## config.mk

```make
export PLATFORM = sky130hd
export DESIGN_NAME = dobs_sequencer
export DESIGN_NICKNAME = d
export VERILOG_FILES = /design/src/design/dobs_pkg.sv /design/src/design/dobs_sequencer.sv
export SDC_FILE = /design/constraint.sdc
export NUM_CORES = 1
export LEC_CHECK = 0
export BUFFER_PORTS_ARGS = -buffer_cell sky130_fd_sc_hd__buf_2
export CAP_MARGIN = 20
export CORE_UTILIZATION = 50
export DETAILED_ROUTE_END_ITERATION = 10
export PLACE_DENSITY = 0.74
export RECOVER_POWER = 100
export SLEW_MARGIN = 20
export SYNTH_ARGS = -nofsm -noshare
export SYNTH_HDL_FRONTEND = slang
export SYNTH_SLANG_ARGS = --single-unit
```

## constraint.sdc

```tcl
create_clock -name clk -period 3.6 [get_ports clk]
set_clock_uncertainty 0.1 [all_clocks]
set_input_delay 0.18 -clock clk [delete_from_list [all_inputs] [get_ports clk]]
set_output_delay 0.18 -clock clk [all_outputs]
set_load 0.01 [all_outputs]
```

## src/design/dobs_pkg.sv

```systemverilog
// constants for the demo output blinker sequencer
// assumes a 25 MHz system clock
package dobs_pkg;
	localparam int unsigned CLK_HZ = 25000000;
	// loop delay in microseconds (524.29 ms)
	localparam int unsigned LOOP_DELAY_US = 524290;
	localparam longint unsigned LOOP_DELAY_CYC_L = (longint'(LOOP_DELAY_US) * CLK_HZ) / 1000000;
	localparam int unsigned LOOP_DELAY_CYC = int'(LOOP_DELAY_CYC_L);
	localparam int OUT_W = 15;
	// bit n drives seq_output_n; bits 0..2 stay 0, bit 3 only in the second loop pattern
	localparam logic [14:0] PAT_RESET = 15'h0000;
	localparam logic [14:0] PAT_INIT = 15'h0050;
	localparam logic [14:0] PAT_ODD = 15'h2AA0;
	localparam logic [14:0] PAT_EVEN = 15'h5550;
	localparam logic [14:0] PAT_ODD3 = 15'h2AA8;
	typedef enum logic [2:0] {
		DOBS_ST_START,
		DOBS_ST_INIT,
		DOBS_ST_WAIT_GOOD,
		DOBS_ST_EVEN,
		DOBS_ST_DELAY1,
		DOBS_ST_ODD,
		DOBS_ST_DELAY2
	} dobs_state_t;
endpackage

```

## src/design/dobs_sequencer.sv

```systemverilog
// demo output blinker sequencer: init outputs, wait supplies good, flash two patterns
// assumes analog_supplies_good is synchronous to clk; pins resolved by enables outside
//
// How it works
// (RULE1) after reset enter first step, advance one step at a time in order
// (RULE2) init step drives outputs 4,6 high and 5,7,8,9,14 low
// (RULE3) next step sets odd outputs 5..13 to 1, even 4..14 to 0
// (RULE4) value 0 leaves pin floating, value 1 pulls pin to ground
// (RULE5) hold that pattern until supplies good, then advance
// (RULE6) first loop step sets even outputs 4..14 to 1, odd to 0
// (RULE7) after each pattern loop step wait about half a second on timer
// (RULE8) second loop step sets output 3 and odd 5..13 to 1, even to 0
// (RULE9) after second delay jump back to first loop step, forever
`timescale 1ns/1ps
module dobs_sequencer #(
	parameter int unsigned DELAY_CYC = dobs_pkg::LOOP_DELAY_CYC
) (
	input wire logic clk, // 25 MHz clock
	input wire logic rst, // synchronous reset, active high
	input wire logic analog_supplies_good, // supplies good level
	output logic [14:0] seq_output_out, // pin level driven, always 0
	output logic [14:0] seq_output_oe, // pin pulled to ground when high
	output logic [14:0] seq_output_val // logical output value
);
	dobs_pkg::dobs_state_t state_reg, state_next;
	logic [14:0] pat_reg, pat_next;
	logic [31:0] tmr_reg, tmr_next;
	logic [14:0] oe_reg;
	logic [31:0] hold_cnt_reg;
	wire tmr_done = (tmr_reg == DELAY_CYC - 1);
	// a step that writes a different pattern restarts the pattern age
	wire pat_change = (pat_next != pat_reg);

	// shared by both delay steps and by the pattern-age counter
	function automatic logic [31:0] count_up(input logic [31:0] v);
		return v + 32'h0000_0001;
	endfunction

	always_comb begin
		state_next = state_reg;
		pat_next = pat_reg;
		tmr_next = 32'h0000_0000;
		unique case (state_reg)
			dobs_pkg::DOBS_ST_START: begin
				state_next = dobs_pkg::DOBS_ST_INIT; // see (RULE1)
			end
			dobs_pkg::DOBS_ST_INIT: begin
				// only 4..9,14 are touched; the rest keep reset value 0
				pat_next = dobs_pkg::PAT_INIT; // see (RULE2)
				state_next = dobs_pkg::DOBS_ST_WAIT_GOOD;
			end
			dobs_pkg::DOBS_ST_WAIT_GOOD: begin
				pat_next = dobs_pkg::PAT_ODD; // see (RULE3)
				if (analog_supplies_good && pat_reg == dobs_pkg::PAT_ODD) begin
					state_next = dobs_pkg::DOBS_ST_EVEN; // see (RULE5)
				end
			end
			dobs_pkg::DOBS_ST_EVEN: begin
				pat_next = dobs_pkg::PAT_EVEN; // see (RULE6)
				state_next = dobs_pkg::DOBS_ST_DELAY1;
			end
			dobs_pkg::DOBS_ST_DELAY1: begin
				tmr_next = count_up(tmr_reg); // see (RULE7)
				if (tmr_done) begin
					tmr_next = 32'h0000_0000;
					state_next = dobs_pkg::DOBS_ST_ODD;
				end
			end
			dobs_pkg::DOBS_ST_ODD: begin
				pat_next = dobs_pkg::PAT_ODD3; // see (RULE8)
				state_next = dobs_pkg::DOBS_ST_DELAY2;
			end
			dobs_pkg::DOBS_ST_DELAY2: begin
				tmr_next = count_up(tmr_reg); // see (RULE7)
				if (tmr_done) begin
					tmr_next = 32'h0000_0000;
					state_next = dobs_pkg::DOBS_ST_EVEN; // see (RULE9)
				end
			end
			default: begin
				state_next = dobs_pkg::DOBS_ST_START;
			end
		endcase
	end

	always_ff @(posedge clk) begin
		if (rst) begin
			state_reg <= dobs_pkg::DOBS_ST_START;
			pat_reg <= dobs_pkg::PAT_RESET;
			tmr_reg <= 32'h0000_0000;
			oe_reg <= dobs_pkg::PAT_RESET;
		end else begin
			state_reg <= state_next;
			pat_reg <= pat_next;
			tmr_reg <= tmr_next;
			oe_reg <= pat_next; // see (RULE4)
		end
	end

	// open drain: never drive high, so the level is always 0
	assign seq_output_out = 15'h0000;
	assign seq_output_oe = oe_reg;
	assign seq_output_val = pat_reg;

	// age of the current pattern in cycles; read by the timing assertions only
	always_ff @(posedge clk) begin
		if (rst) begin
			hold_cnt_reg <= 32'h0000_0000;
		end else if (pat_change) begin
			hold_cnt_reg <= 32'h0000_0000;
		end else begin
			hold_cnt_reg <= count_up(hold_cnt_reg);
		end
	end
endmodule

```

# --- Word-level counts from Yosys, hierarchy flattened ---
# Cells that the tools add are included.
word_totals:
  out_inout_bits: 45
  elab_cells: 27
  inputBits: 3
  reg_bits: 50
classes:
  n_bitwise: 1
  n_addsub: 1
  eq_ne: 11
  reduce_logical: 6
  muxes: 5
op_table:
  columns: ["cell", "n"]
  rows:
  - ["case mux 15 bit (4 select lines)", 1]
  - ["adder 32 x 1 -> 32 bit (second input constant)", 1]
  - ["== test 32 x 24 -> 1 bit (second input constant)", 1]
  - ["case mux 3 bit (7 select lines)", 1]
  - ["== test 15 x 14 -> 1 bit (second input constant)", 1]
  - ["== test 3 bit (second input constant)", 3]
  - ["2-to-1 mux 3 bit", 3]
  - ["== test 3 x 2 -> 1 bit (second input constant)", 2]
  - ["inequality test 2 bit (second input constant)", 3]
  - ["nonzero test 4 bit", 1]
  - ["== test 3 x 1 -> 1 bit (second input constant)", 1]
  - ["logical NOT 3 bit", 1]
  - ["AND reduction 3 bit", 1]
  - ["OR reduction 3 bit", 1]
  - ["OR reduction 2 bit", 1]
  - ["logical AND 1 bit", 1]
  - ["NOT 1 bit", 1]

# --- Logic depth before layout (Yosys ltp) ---
# Gate-level depths: netlist (run 1).
depth:
  ltp_word: 4
  ltp_mapped: 9
  ltp_nobuf: 7

# --- Worst setup path after synthesis (run 1) ---
# Ideal clock, no wire load.
synth_timing:
  path_type: "register to register"
  start: "reg tmr_reg[18]"
  end: "reg state_reg[0]"
  required_time_ps: 3378
  setup_slack_ps: 1557
  path_stages_with_launch: 5
  setup_ps: 122
  arrival_time_ps: 1822
  synth_period_minus_slack_ps: 2043
  path_buffers: 0
  path_cell_list: "dfxtp_1 or4b_4 o41a_1 or2_4 o311a_1"
synth_via:
  elab_chain_cells: 3
  elab_cells_between_ends: 4
  cone_classes: "eq/ne: 3; reduce/logical: 1"
synth_lines:
  columns: ["element", "line_no", "rtl"]
  rows:
  - ["start: declaration", "dobs_sequencer.sv:27", "logic [31:0] tmr_reg, tmr_next;"]
  - ["start signal: assignment", "dobs_sequencer.sv:95", "tmr_reg <= tmr_next;"]
  - ["== test 32 x 24 -> 1 bit *", "dobs_sequencer.sv:30", "wire tmr_done = (tmr_reg == DELAY_CYC - 1);"]
  - ["inequality test 2 bit (no line)", null, null]
  - ["AND reduction 3 bit (no line) *", null, null]
  - ["end signal: assignment", "dobs_sequencer.sv:88", "state_reg <= dobs_pkg::DOBS_ST_START;"]
  - ["end signal: assignment", "dobs_sequencer.sv:93", "state_reg <= state_next;"]
  - ["end: declaration", "dobs_sequencer.sv:25", "dobs_pkg::dobs_state_t state_reg, state_next;"]
# Every way passes the cells marked *; elsewhere a longest branch is shown, timed or not.
# A chain may end at the register's enable or synchronous reset.

# --- Final worst setup path (run 1) ---
layout_timing:
  start: "reg tmr_reg[0]"
  end: "reg tmr_reg[31]"
layout_via:
  elab_chain_cells: 2
  elab_cells_between_ends: 3
  cone_classes: "add/sub: 1; eq/ne: 1; reduce/logical: 1"
layout_lines:
  columns: ["element"]
  rows:
  - ["parallel branches: the longest is 2 deep, another holds adder 32 x 1 -> 32 bit"]
# Parallel ways; which one is timed is not known.

==> flow_summary.toml, run 1 <==
[clock_network]
cts_resized = 0
cts.sinks = 39
clk_path_buf_depth = 2
cts_setup_buffers = 0
cts_buffers = 5
path_clk_slew_ns = 0.07
clock-root-buffer = "clkbuf_8"
clk_latency_ns = 0.29
cts_tree = "yes"
hold_buffers = 0
htreeDepth = 2

[floorplan]
die-area_um2 = 4780
ios = 48
placementRows = 24
start_util_pct = 51.8
core-area_um2 = 4350
fp.dieW_um = 69.2
die_y_um = 69.2

[final_layout]
largest_reg_flops = 32
fin_util_pct = 51.7
drive_gt1_share_pct = 5.07
antenna_cells = 0
fin_area_um2 = 2250
nNetsFinal = 285
area_growth_pct = -0.222

[global_route]
grt_util_all_layers_pct = 16.6
antenna_found_initial = 0
gr-total-overflow = 0
first_global_vias = 1463
grt_pass1_wl_um = 6450
grt_max_degree = 23

[critical_path]
required_ns = 3.64
cp.arrival_ns = 2.74
crit_path_end_kind = "flip-flop"
cp-start-kind = "flip-flop"
crit_chain = "ha_1, nor4b_1, nand4_1, nor4_1, or4_1, clkbuf_1, nor2_1"
slowest_stage = "clkbuf_1"
crit_buf_inv = 1
crit_type = "reg -> reg"
crit_fanout = 22
slowest_delay_ns = 0.77
crit_family = "simple AND/OR/NAND/NOR gates"

[power]
p_leak_nw = 0.761
powerDensity_nw_per_um2 = 517
p_clk_share_pct = 27.7
switching_share_pct = 35.7
p_switching_uw = 415
internal-power_uw = 748
comb_power_share_pct = 26.4
power.total_mw = 1.16
peakVddDrop_mv = 0.274
pwr-share-seq_pct = 45.9

[placed_design]
routabilityCongestion = 0.813
placed_area_um2 = 2190
place_hpwl_um = 2740
io_buffers = 26

[timing]
fin_crit_ns = 2.69
max_slew_margin_pct = 35.5
final-hold-violation-count = 0
fmax_ghz = 0.371
setup-tns-final_ns = 0
worstMarginPinSlew_ns = 0.967
hold_slack_ns = 0.0305
slew_viol_final = 0
fin_crit_sh_pct = 74.9
rsz0062_at_grt = "no"
setup_viol = 0

[synth]
synth-seq-cells = 39
ys_types = 37
synth_warnings = 0
syn_inst = 271
ys_seq_area_share_pct = 34.6
syn_area_per_cell_um2 = 8.32
syn_area_um2 = 2260

[detailed_routing]
via_count = 1709
drt_iter0_drc = 97
vias_per_cell = 5.21
wl_per_cell_um = 11.8
drtAntennaViolNets = 0
remaining_drc_errors = 0
dr.pass1.iters = 4
drt_wl_total_um = 3880

[outcome]
status = "complete, no violations"

[job]
cap_violations = 0

[min_path]
worstHoldPathType = "in -> reg"
## worst reg2reg max path: stages (launching register included)
cell	delay, ns
dfxtp_1	0.41
ha_1	0.16
nor4b_1	0.23
nand4_1	0.17
nor4_1	0.18
or4_1	0.39
clkbuf_1	0.77
nor2_1	0.13
## layout make-up
cell class | instances | area, µm²
fill | 436 | 2100
multi-input combinational | 193 | 1170
sequential | 39 | 781
timing repair buffer | 27 | 104
clock buffer | 8 | 100
tap | 52 | 65.1
inverter | 9 | 33.8
## metrics by stage
stage | instances | setup slack [ns]
after global routing | 328 | 0.660
after CTS | 328 | 1.36
after floorplan | 291 | 1.56
after global placement | 320 | 1.41
after detailed placement | 320 | 1.38
final | 328 | 0.905
## logic make-up after synthesis
| kind of cell | synth area share (%) |
|---|---|
| other cells | 0.166 |
| buf+inv | 16.9 |
| flops | 34.6 |
| fa+ha+maj | 3.88 |
| xor+xnor | 11.6 |
| compound gates | 6.66 |
| simple gates | 25.7 |
| mux | 0.499 |
## Yosys cell counts
| cell | n | area (µm²) |
|---|---|---|
| nor4_4 | 1 | 21.3 |
| buf_2 | 4 | 20.0 |
| ha_1 | 7 | 87.6 |
| o211ai_1 | 2 | 15.0 |
| dfxtp_1 | 39 | 781 |
| and4_1 | 4 | 35.0 |
| o41ai_1 | 1 | 8.76 |
| xor2_1 | 11 | 96.3 |
| o22ai_1 | 1 | 6.26 |
| o21ai_0 | 6 | 30.0 |
| mux2_2 | 1 | 11.3 |
| buf_4 | 41 | 308 |
| conb_1 | 1 | 3.75 |
| nor4_1 | 7 | 43.8 |
| nor3_1 | 10 | 50.1 |
| inv_1 | 9 | 33.8 |
| o41ai_2 | 1 | 16.3 |
| or4_1 | 2 | 15.0 |
| a31oi_1 | 1 | 6.26 |
| nor2_1 | 42 | 158 |
| nand2_1 | 16 | 60.1 |
| a22oi_1 | 1 | 7.51 |
| nor3b_1 | 2 | 15.0 |
| and2_1 | 1 | 6.26 |
| clkbuf_1 | 5 | 18.8 |
| or2_2 | 1 | 6.26 |
| nand4_1 | 7 | 43.8 |
| or2_4 | 1 | 8.76 |
| xnor2_1 | 19 | 166 |
| o311a_1 | 3 | 30.0 |
| or4b_4 | 1 | 13.8 |
| o41a_1 | 1 | 11.3 |
| a21oi_1 | 2 | 10.0 |
| and3_1 | 3 | 18.8 |
| nor4b_1 | 1 | 8.76 |
| nand3_1 | 15 | 75.1 |
| a32oi_1 | 1 | 8.76 |
## power by group through the flow
stage | Combinational, mW | Clock, mW | Sequential [mW]
floorplan | 0.360 | 0 | 0.513
global placement | 0.329 | 0 | 0.538
detailed placement | 0.333 | 0 | 0.540
CTS | 0.335 | 0.329 | 0.530
global route | 0.337 | 0.350 | 0.542
finish | 0.307 | 0.323 | 0.534
## layout by cell type (no fill, tap or decap), drive strengths merged
cell type  count
and2           1
dfxtp         39
inv            9
ha             7
a31oi          1
clkbuf        33
nand2         16
nor2          42
o41a           1
or2            2
o41ai          2
conb          21
o22ai          1
xor2          11
nor4b          1
a21oi          2
nor3          10
o211ai         2
nor3b          2
or4            2
nand3         15
xnor2         19
o311a          3
mux2           1
o21ai          6
nor4           8
nand4          7
buf            2
a22oi          1
a32oi          1
and3           3
or4b           1
and4           4
## per-layer routing
layer  up-vias  global-route usage, %  wire length (µm)
li1        870                      -                 -
met1       780                   21.2              1940
met2        54                   26.4              1680
met3         5                   3.49               192
met4         0                   8.16                63
met5         -                      0                 0
## final timing paths
check,from,endpoint,slack (ns),cells past startpoint
worst max register to register,tmr_reg[0]$_SDFF_PP0_,tmr_reg[31]$_SDFF_PP0_,0.91,7
worst max-delay path,tmr_reg[0]$_SDFF_PP0_,tmr_reg[31]$_SDFF_PP0_,0.91,7
worst min-delay path,rst,seq_output_oe[3]$_SDFFE_PP0P_,0.03,2
worst min register to register,tmr_reg[0]$_SDFF_PP0_,tmr_reg[0]$_SDFF_PP0_,0.39,1
No activity file was read; power rests on OpenSTA's default activity.
==> run 2: changes to the inputs <==
--- a/config.mk
+++ b/config.mk
@@ -7,9 +7,9 @@
 export LEC_CHECK = 0
 export BUFFER_PORTS_ARGS = -buffer_cell sky130_fd_sc_hd__buf_2
 export CAP_MARGIN = 20
-export CORE_UTILIZATION = 50
+export CORE_UTILIZATION = 49
 export DETAILED_ROUTE_END_ITERATION = 10
-export PLACE_DENSITY = 0.74
+export PLACE_DENSITY = 0.76
 export RECOVER_POWER = 100
 export SLEW_MARGIN = 20
 export SYNTH_ARGS = -nofsm -noshare
==> constraint.sdc (replaced) <==
create_clock -name clk -period 2.4 [get_ports clk]
set_clock_uncertainty 0.1 [all_clocks]
set_input_delay 0.12 -clock clk [delete_from_list [all_inputs] [get_ports clk]]
set_output_delay 0.12 -clock clk [all_outputs]
set_load 0.01 [all_outputs]
==> run 2 against run 1 <==
  * Flip-flop and latch count did not move
  * Critical path depth is the same
  * Worst hold slack improved by 0.30 ns
  * Wire length is 2.5% higher
  * Cell count is 1.2% higher
  * Cell area is 1.1% higher
  * Register-to-register slack got worse by 0.71 ns
  * Power increased by 51%
  * Sequential power is 48% higher
  * Global-route usage rose by 0.34 points
  * Critical path type unchanged
==> flow_summary.toml, run 2 (synthesized netlist as in run 1, its figures left out) <==
[outcome]
status = "complete, no violations"

[power]
comb_power_share_pct = 27.9
peakVddDrop_mv = 0.362
switching_share_pct = 35.6
powerDensity_nw_per_um2 = 773
p_switching_uw = 627
p_leak_nw = 0.761
pwr-share-seq_pct = 44.9
internal-power_mw = 1.13
p_clk_share_pct = 27.2

[critical_path]
crit_fanout = 10
required_ns = 2.48
cp.arrival_ns = 2.28
crit_type = "reg -> reg"
cp-start-kind = "flip-flop"
crit_path_end_kind = "flip-flop"

[timing]
setup-tns-final_ns = 0
setup_viol = 0
hold_slack_ns = 0.328
worstMarginPinSlew_ns = 0.521
max_slew_margin_pct = 65.3
fmax_ghz = 0.454
fin_crit_ns = 2.20
fin_crit_sh_pct = 91.7
slew_viol_final = 0
final-hold-violation-count = 0
rsz0062_at_grt = "no"

[job]
cap_violations = 0

[global_route]
grt_max_degree = 16
antenna_found_initial = 0
first_global_vias = 1478
gr-total-overflow = 0
grt_util_all_layers_pct = 16.9
grt_pass1_wl_um = 6690

[detailed_routing]
dr.pass1.iters = 4
drt_wl_total_um = 3970
vias_per_cell = 5.23
remaining_drc_errors = 0
drt_iter0_drc = 162
wl_per_cell_um = 12.0
via_count = 1737
drtAntennaViolNets = 0

[final_layout]
nNetsFinal = 289
drive_gt1_share_pct = 6.07
antenna_cells = 0
largest_reg_flops = 32
layout_common_cells = "nor2_1 (42), dfxtp_1 (39), clkbuf_1 (26)"
area_growth_pct = 0.832
layout_commonest_cell = "nor2_1"

[floorplan]
die-area_um2 = 4880
core-area_um2 = 4380
die_y_um = 69.9
start_util_pct = 51.5
placementRows = 24
ios = 48
fp.dieW_um = 69.9

[clock_network]
clk_path_buf_depth = 2
cts_buffers = 5
path_clk_slew_ns = 0.08
cts_tree = "yes"
clock-root-buffer = "clkbuf_8"
clk_latency_ns = 0.29
cts.sinks = 39
htreeDepth = 2

[placed_design]
place_hpwl_um = 2840
routabilityCongestion = 0.875
io_buffers = 26

[min_path]
worstHoldPathType = "in -> reg"
## run 2: cell count changes in the layout (fill, tap and decap cells not counted), sizes merged
| cell | before | now |
|---|---|---|
| dlygate4sd3 | 0 | 1 |
| buf | 2 | 5 |
## run 2: power by group through the flow
stage	clock (mW)	sequential, mW	combinational (mW)
floorplan	0	0.770	0.540
global placement	0	0.793	0.518
detailed placement	0	0.797	0.529
CTS	0.494	0.782	0.534
global route	0.528	0.801	0.539
finish	0.478	0.789	0.491
## run 2: layer usage
layer	routed length, µm	global-route usage (%)	vias up
li1	-	-	873
met1	1910	22.3	794
met2	1750	27.2	62
met3	261	4.04	8
met4	50	5.33	0
met5	0	0	-
## run 2: metrics by stage
step / cell area (µm²) / power [mW] / worst slack, ns / instances / util [%]
after floorplan: 2330 / 1.31 / 0.357 / 291 / -
after detailed placement: 2210 / 1.33 / 0.271 / 323 / 50.4
after global routing: 2270 / 1.87 / 0.0545 / 332 / 51.9
after global placement: 2210 / 1.31 / 0.287 / 323 / 50.4
after CTS: 2320 / 1.81 / 0.258 / 332 / 52.9
final: 2270 / 1.76 / 0.198 / 332 / 51.9
## run 2: final cells by class
class                      count  area, µm²
clock buffer                   8        100
inverter                       9       33.8
timing repair buffer          31        136
sequential                    39        781
tap                           52       65.1
multi-input combinational    193       1160
fill                         436       2110
## run 2: final timing paths
kind                        startpoint                        end  slack [ns]  depth (start not counted)
min reg2reg      tmr_reg[0]$_SDFF_PP0_      tmr_reg[0]$_SDFF_PP0_        0.40                          1
min               analog_supplies_good  state_reg[1]$_SDFFE_PP0P_        0.33                          6
max reg2reg  state_reg[0]$_SDFFE_PP0P_  state_reg[0]$_SDFFE_PP0P_        0.20                          7
max          state_reg[0]$_SDFFE_PP0P_  state_reg[0]$_SDFFE_PP0P_        0.20                          7
## run 2: worst max-delay path: stages (launching register included)
cell and delay (ns):
dfxtp_1 0.53, inv_1 0.20, ha_1 0.31, o21ai_0 0.17, inv_1 0.07, o41a_1 0.13
or2_0 0.28, o311a_1 0.30
## run 2: repair_timing
item | 4_1_cts | 5_1_grt
setup buffers | 0 | 0
setup endpoints to repair | 0 | 0
hold endpoints to repair | 2 | 0
resized for setup | 0 | 0
hold buffers | 1 | 0
==> run 3: changes to the inputs <==
--- a/config.mk
+++ b/config.mk
@@ -7,9 +7,11 @@
 export LEC_CHECK = 0
 export BUFFER_PORTS_ARGS = -buffer_cell sky130_fd_sc_hd__buf_2
 export CAP_MARGIN = 20
-export CORE_UTILIZATION = 49
+export CELL_PAD_IN_SITES_DETAIL_PLACEMENT = 1
+export CELL_PAD_IN_SITES_GLOBAL_PLACEMENT = 1
+export CORE_UTILIZATION = 36
 export DETAILED_ROUTE_END_ITERATION = 10
-export PLACE_DENSITY = 0.76
+export PLACE_DENSITY_LB_ADDON = 0.1
 export RECOVER_POWER = 100
 export SLEW_MARGIN = 20
 export SYNTH_ARGS = -nofsm -noshare
==> run 3 against run 2 <==
  * Clock power down 9.6%
  * Setup slack improved by 0.023 ns
  * Utilization decreased by 14 points
  * Flip-flop and latch count unchanged
  * Cell count rose by 7.8%
  * First-iteration DRC count down 69%
  * Critical endpoint unchanged
  * Largest cell class unchanged
  * Highest routed layer unchanged
==> flow_summary.toml, run 3 (synthesized netlist as in run 1, its figures left out) <==
[final_layout]
fin_util_pct = 38.4
antenna_cells = 0
largest_reg_flops = 32
drive_gt1_share_pct = 6.36
layout_common_cells = "nor2_1 (42), dfxtp_1 (39), clkbuf_1 (27)"
layout_commonest_cell = "nor2_1"
area_growth_pct = 1.89
fin_area_um2 = 2300
nNetsFinal = 292

[clock_network]
clock-root-buffer = "clkbuf_8"
cts_buffers = 5
path_clk_slew_ns = 0.08
htreeDepth = 2
cts_tree = "yes"
cts.sinks = 39
clk_latency_ns = 0.29
clk_path_buf_depth = 2

[floorplan]
die_y_um = 81.2
fp.dieW_um = 81.2
start_util_pct = 37.7
core-area_um2 = 5990
die-area_um2 = 6590
ios = 48
placementRows = 28

[detailed_routing]
vias_per_cell = 4.89
drtAntennaViolNets = 0
drt_iter0_drc = 51
dr.pass1.iters = 4
drt_wl_total_um = 4660
wl_met1_um = 2280
wl_per_cell_um = 13.0
remaining_drc_errors = 0
wl_met2_um = 2150
highest_layer = "met4"
via_count = 1749
route.met3.wl_um = 170

[placed_design]
io_buffers = 26
routabilityCongestion = 0.701
placed_area_um2 = 2260
place_hpwl_um = 3390

[critical_path]
crit_type = "reg -> reg"
slowest_delay_ns = 0.43
crit_path_end_kind = "flip-flop"
crit_family = "simple AND/OR/NAND/NOR gates"
critPathCapture = "state_reg[0]$_SDFFE_PP0P_"
cp.arrival_ns = 2.26
crit_cells = 6
required_ns = 2.48
r2r_start = "tmr_reg[0]$_SDFF_PP0_"
crit_chain = "ha_1, nor4b_1, nand4_1, o41a_1, or2_0, o311a_1"
r2r_slack_ns = 0.22
cp-start-kind = "flip-flop"
crit_buf_inv = 0
reg2reg_to = "state_reg[0]$_SDFFE_PP0P_"
crit_fanout = 6
ff2ff_path_depth = 6
slowest_stage = "dfxtp_1"
crit_path_start = "tmr_reg[0]$_SDFF_PP0_"

[timing]
setup-tns-final_ns = 0
fin_crit_ns = 2.18
fmax_ghz = 0.459
rsz0062_at_grt = "no"
setup_viol = 0
final-hold-violation-count = 0
slew_viol_final = 0
fin_crit_sh_pct = 90.8

[job]
cap_violations = 0

[power]
power.total_mw = 1.72
p_leak_nw = 0.766
peakVddDrop_mv = 0.297
powerDensity_nw_per_um2 = 749

[outcome]
status = "complete, no violations"

[global_route]
grt_util_all_layers_pct = 15.1
gr-total-overflow = 0
grt_pass1_wl_um = 7530
antenna_found_initial = 0
grt_max_degree = 24
first_global_vias = 1591

[min_path]
worstHoldPathType = "in -> reg"
-- run 3: cell count changes in the layout (fill, tap and decap cells not counted), sizes merged --
cell and delta:
buf +2, clkinv +1
-- run 3: report_power, final --
part           switching (mW)  internal [mW]  leakage [nW]  total [mW]
registers              0.0806          0.692         0.315       0.772
logic                   0.334          0.182         0.409       0.516
clock network           0.228          0.204        0.0422       0.432
-- run 3: final cells by class --
type,count,area [µm²]
Sequential cell,39,781
Multi-Input combinational cell,193,1150
Clock inverter,1,5.00
Clock buffer,7,76.3
Timing Repair Buffer,34,156
Fill cell,746,3690
Inverter,9,33.8
Tap cell,75,93.8
-- run 3: timing repair --
item / CTS / global route
hold buffers: 1 / 0
gates resized for setup: 0 / 0
hold endpoints to repair: 2 / 0
setup buffers: 0 / 0
-- run 3: per-layer routing --
| layer | global-route usage (%) | up-vias |
|---|---|---|
| met5 | 0 | - |
| met4 | 4.82 | 0 |
| met3 | 3.37 | 6 |
| met2 | 25.4 | 34 |
| met1 | 18.9 | 831 |
| li1 | - | 878 |
-- run 3: worst register-to-register path, cell delays in order (launching register included) --
cell and delay (ns):
dfxtp_1 0.43, ha_1 0.17, nor4b_1 0.23, nand4_1 0.17, o41a_1 0.37, or2_0 0.30
o311a_1 0.30
-- run 3: worst min-delay path by stage --
stage	depth (start not counted)	slack [ns]	end	start
2_1_floorplan	1	0.09	seq_output_oe[12]$_SDFFE_PP0P_	rst
6_report	6	0.39	state_reg[0]$_SDFFE_PP0P_	analog_supplies_good
3_5_place_dp	2	0.28	seq_output_oe[12]$_SDFFE_PP0P_	rst
4_1_cts	6	0.41	state_reg[0]$_SDFFE_PP0P_	analog_supplies_good
3_3_place_gp	2	0.28	seq_output_oe[12]$_SDFFE_PP0P_	rst
5_1_grt	1	0.44	tmr_reg[0]$_SDFF_PP0_	tmr_reg[0]$_SDFF_PP0_
-- run 3: metrics by stage --
| stage | worst slack, ns | instances | hold slack [ns] |
|---|---|---|---|
| 2_1_floorplan | 0.357 | 291 | 0.0891 |
| 3_3_place_gp | 0.294 | 349 | 0.282 |
| 3_5_place_dp | 0.240 | 349 | 0.280 |
| 4_1_cts | 0.230 | 358 | 0.412 |
| 5_1_grt | 0.0518 | 358 | 0.440 |
| 6_report | 0.221 | 358 | 0.389 |
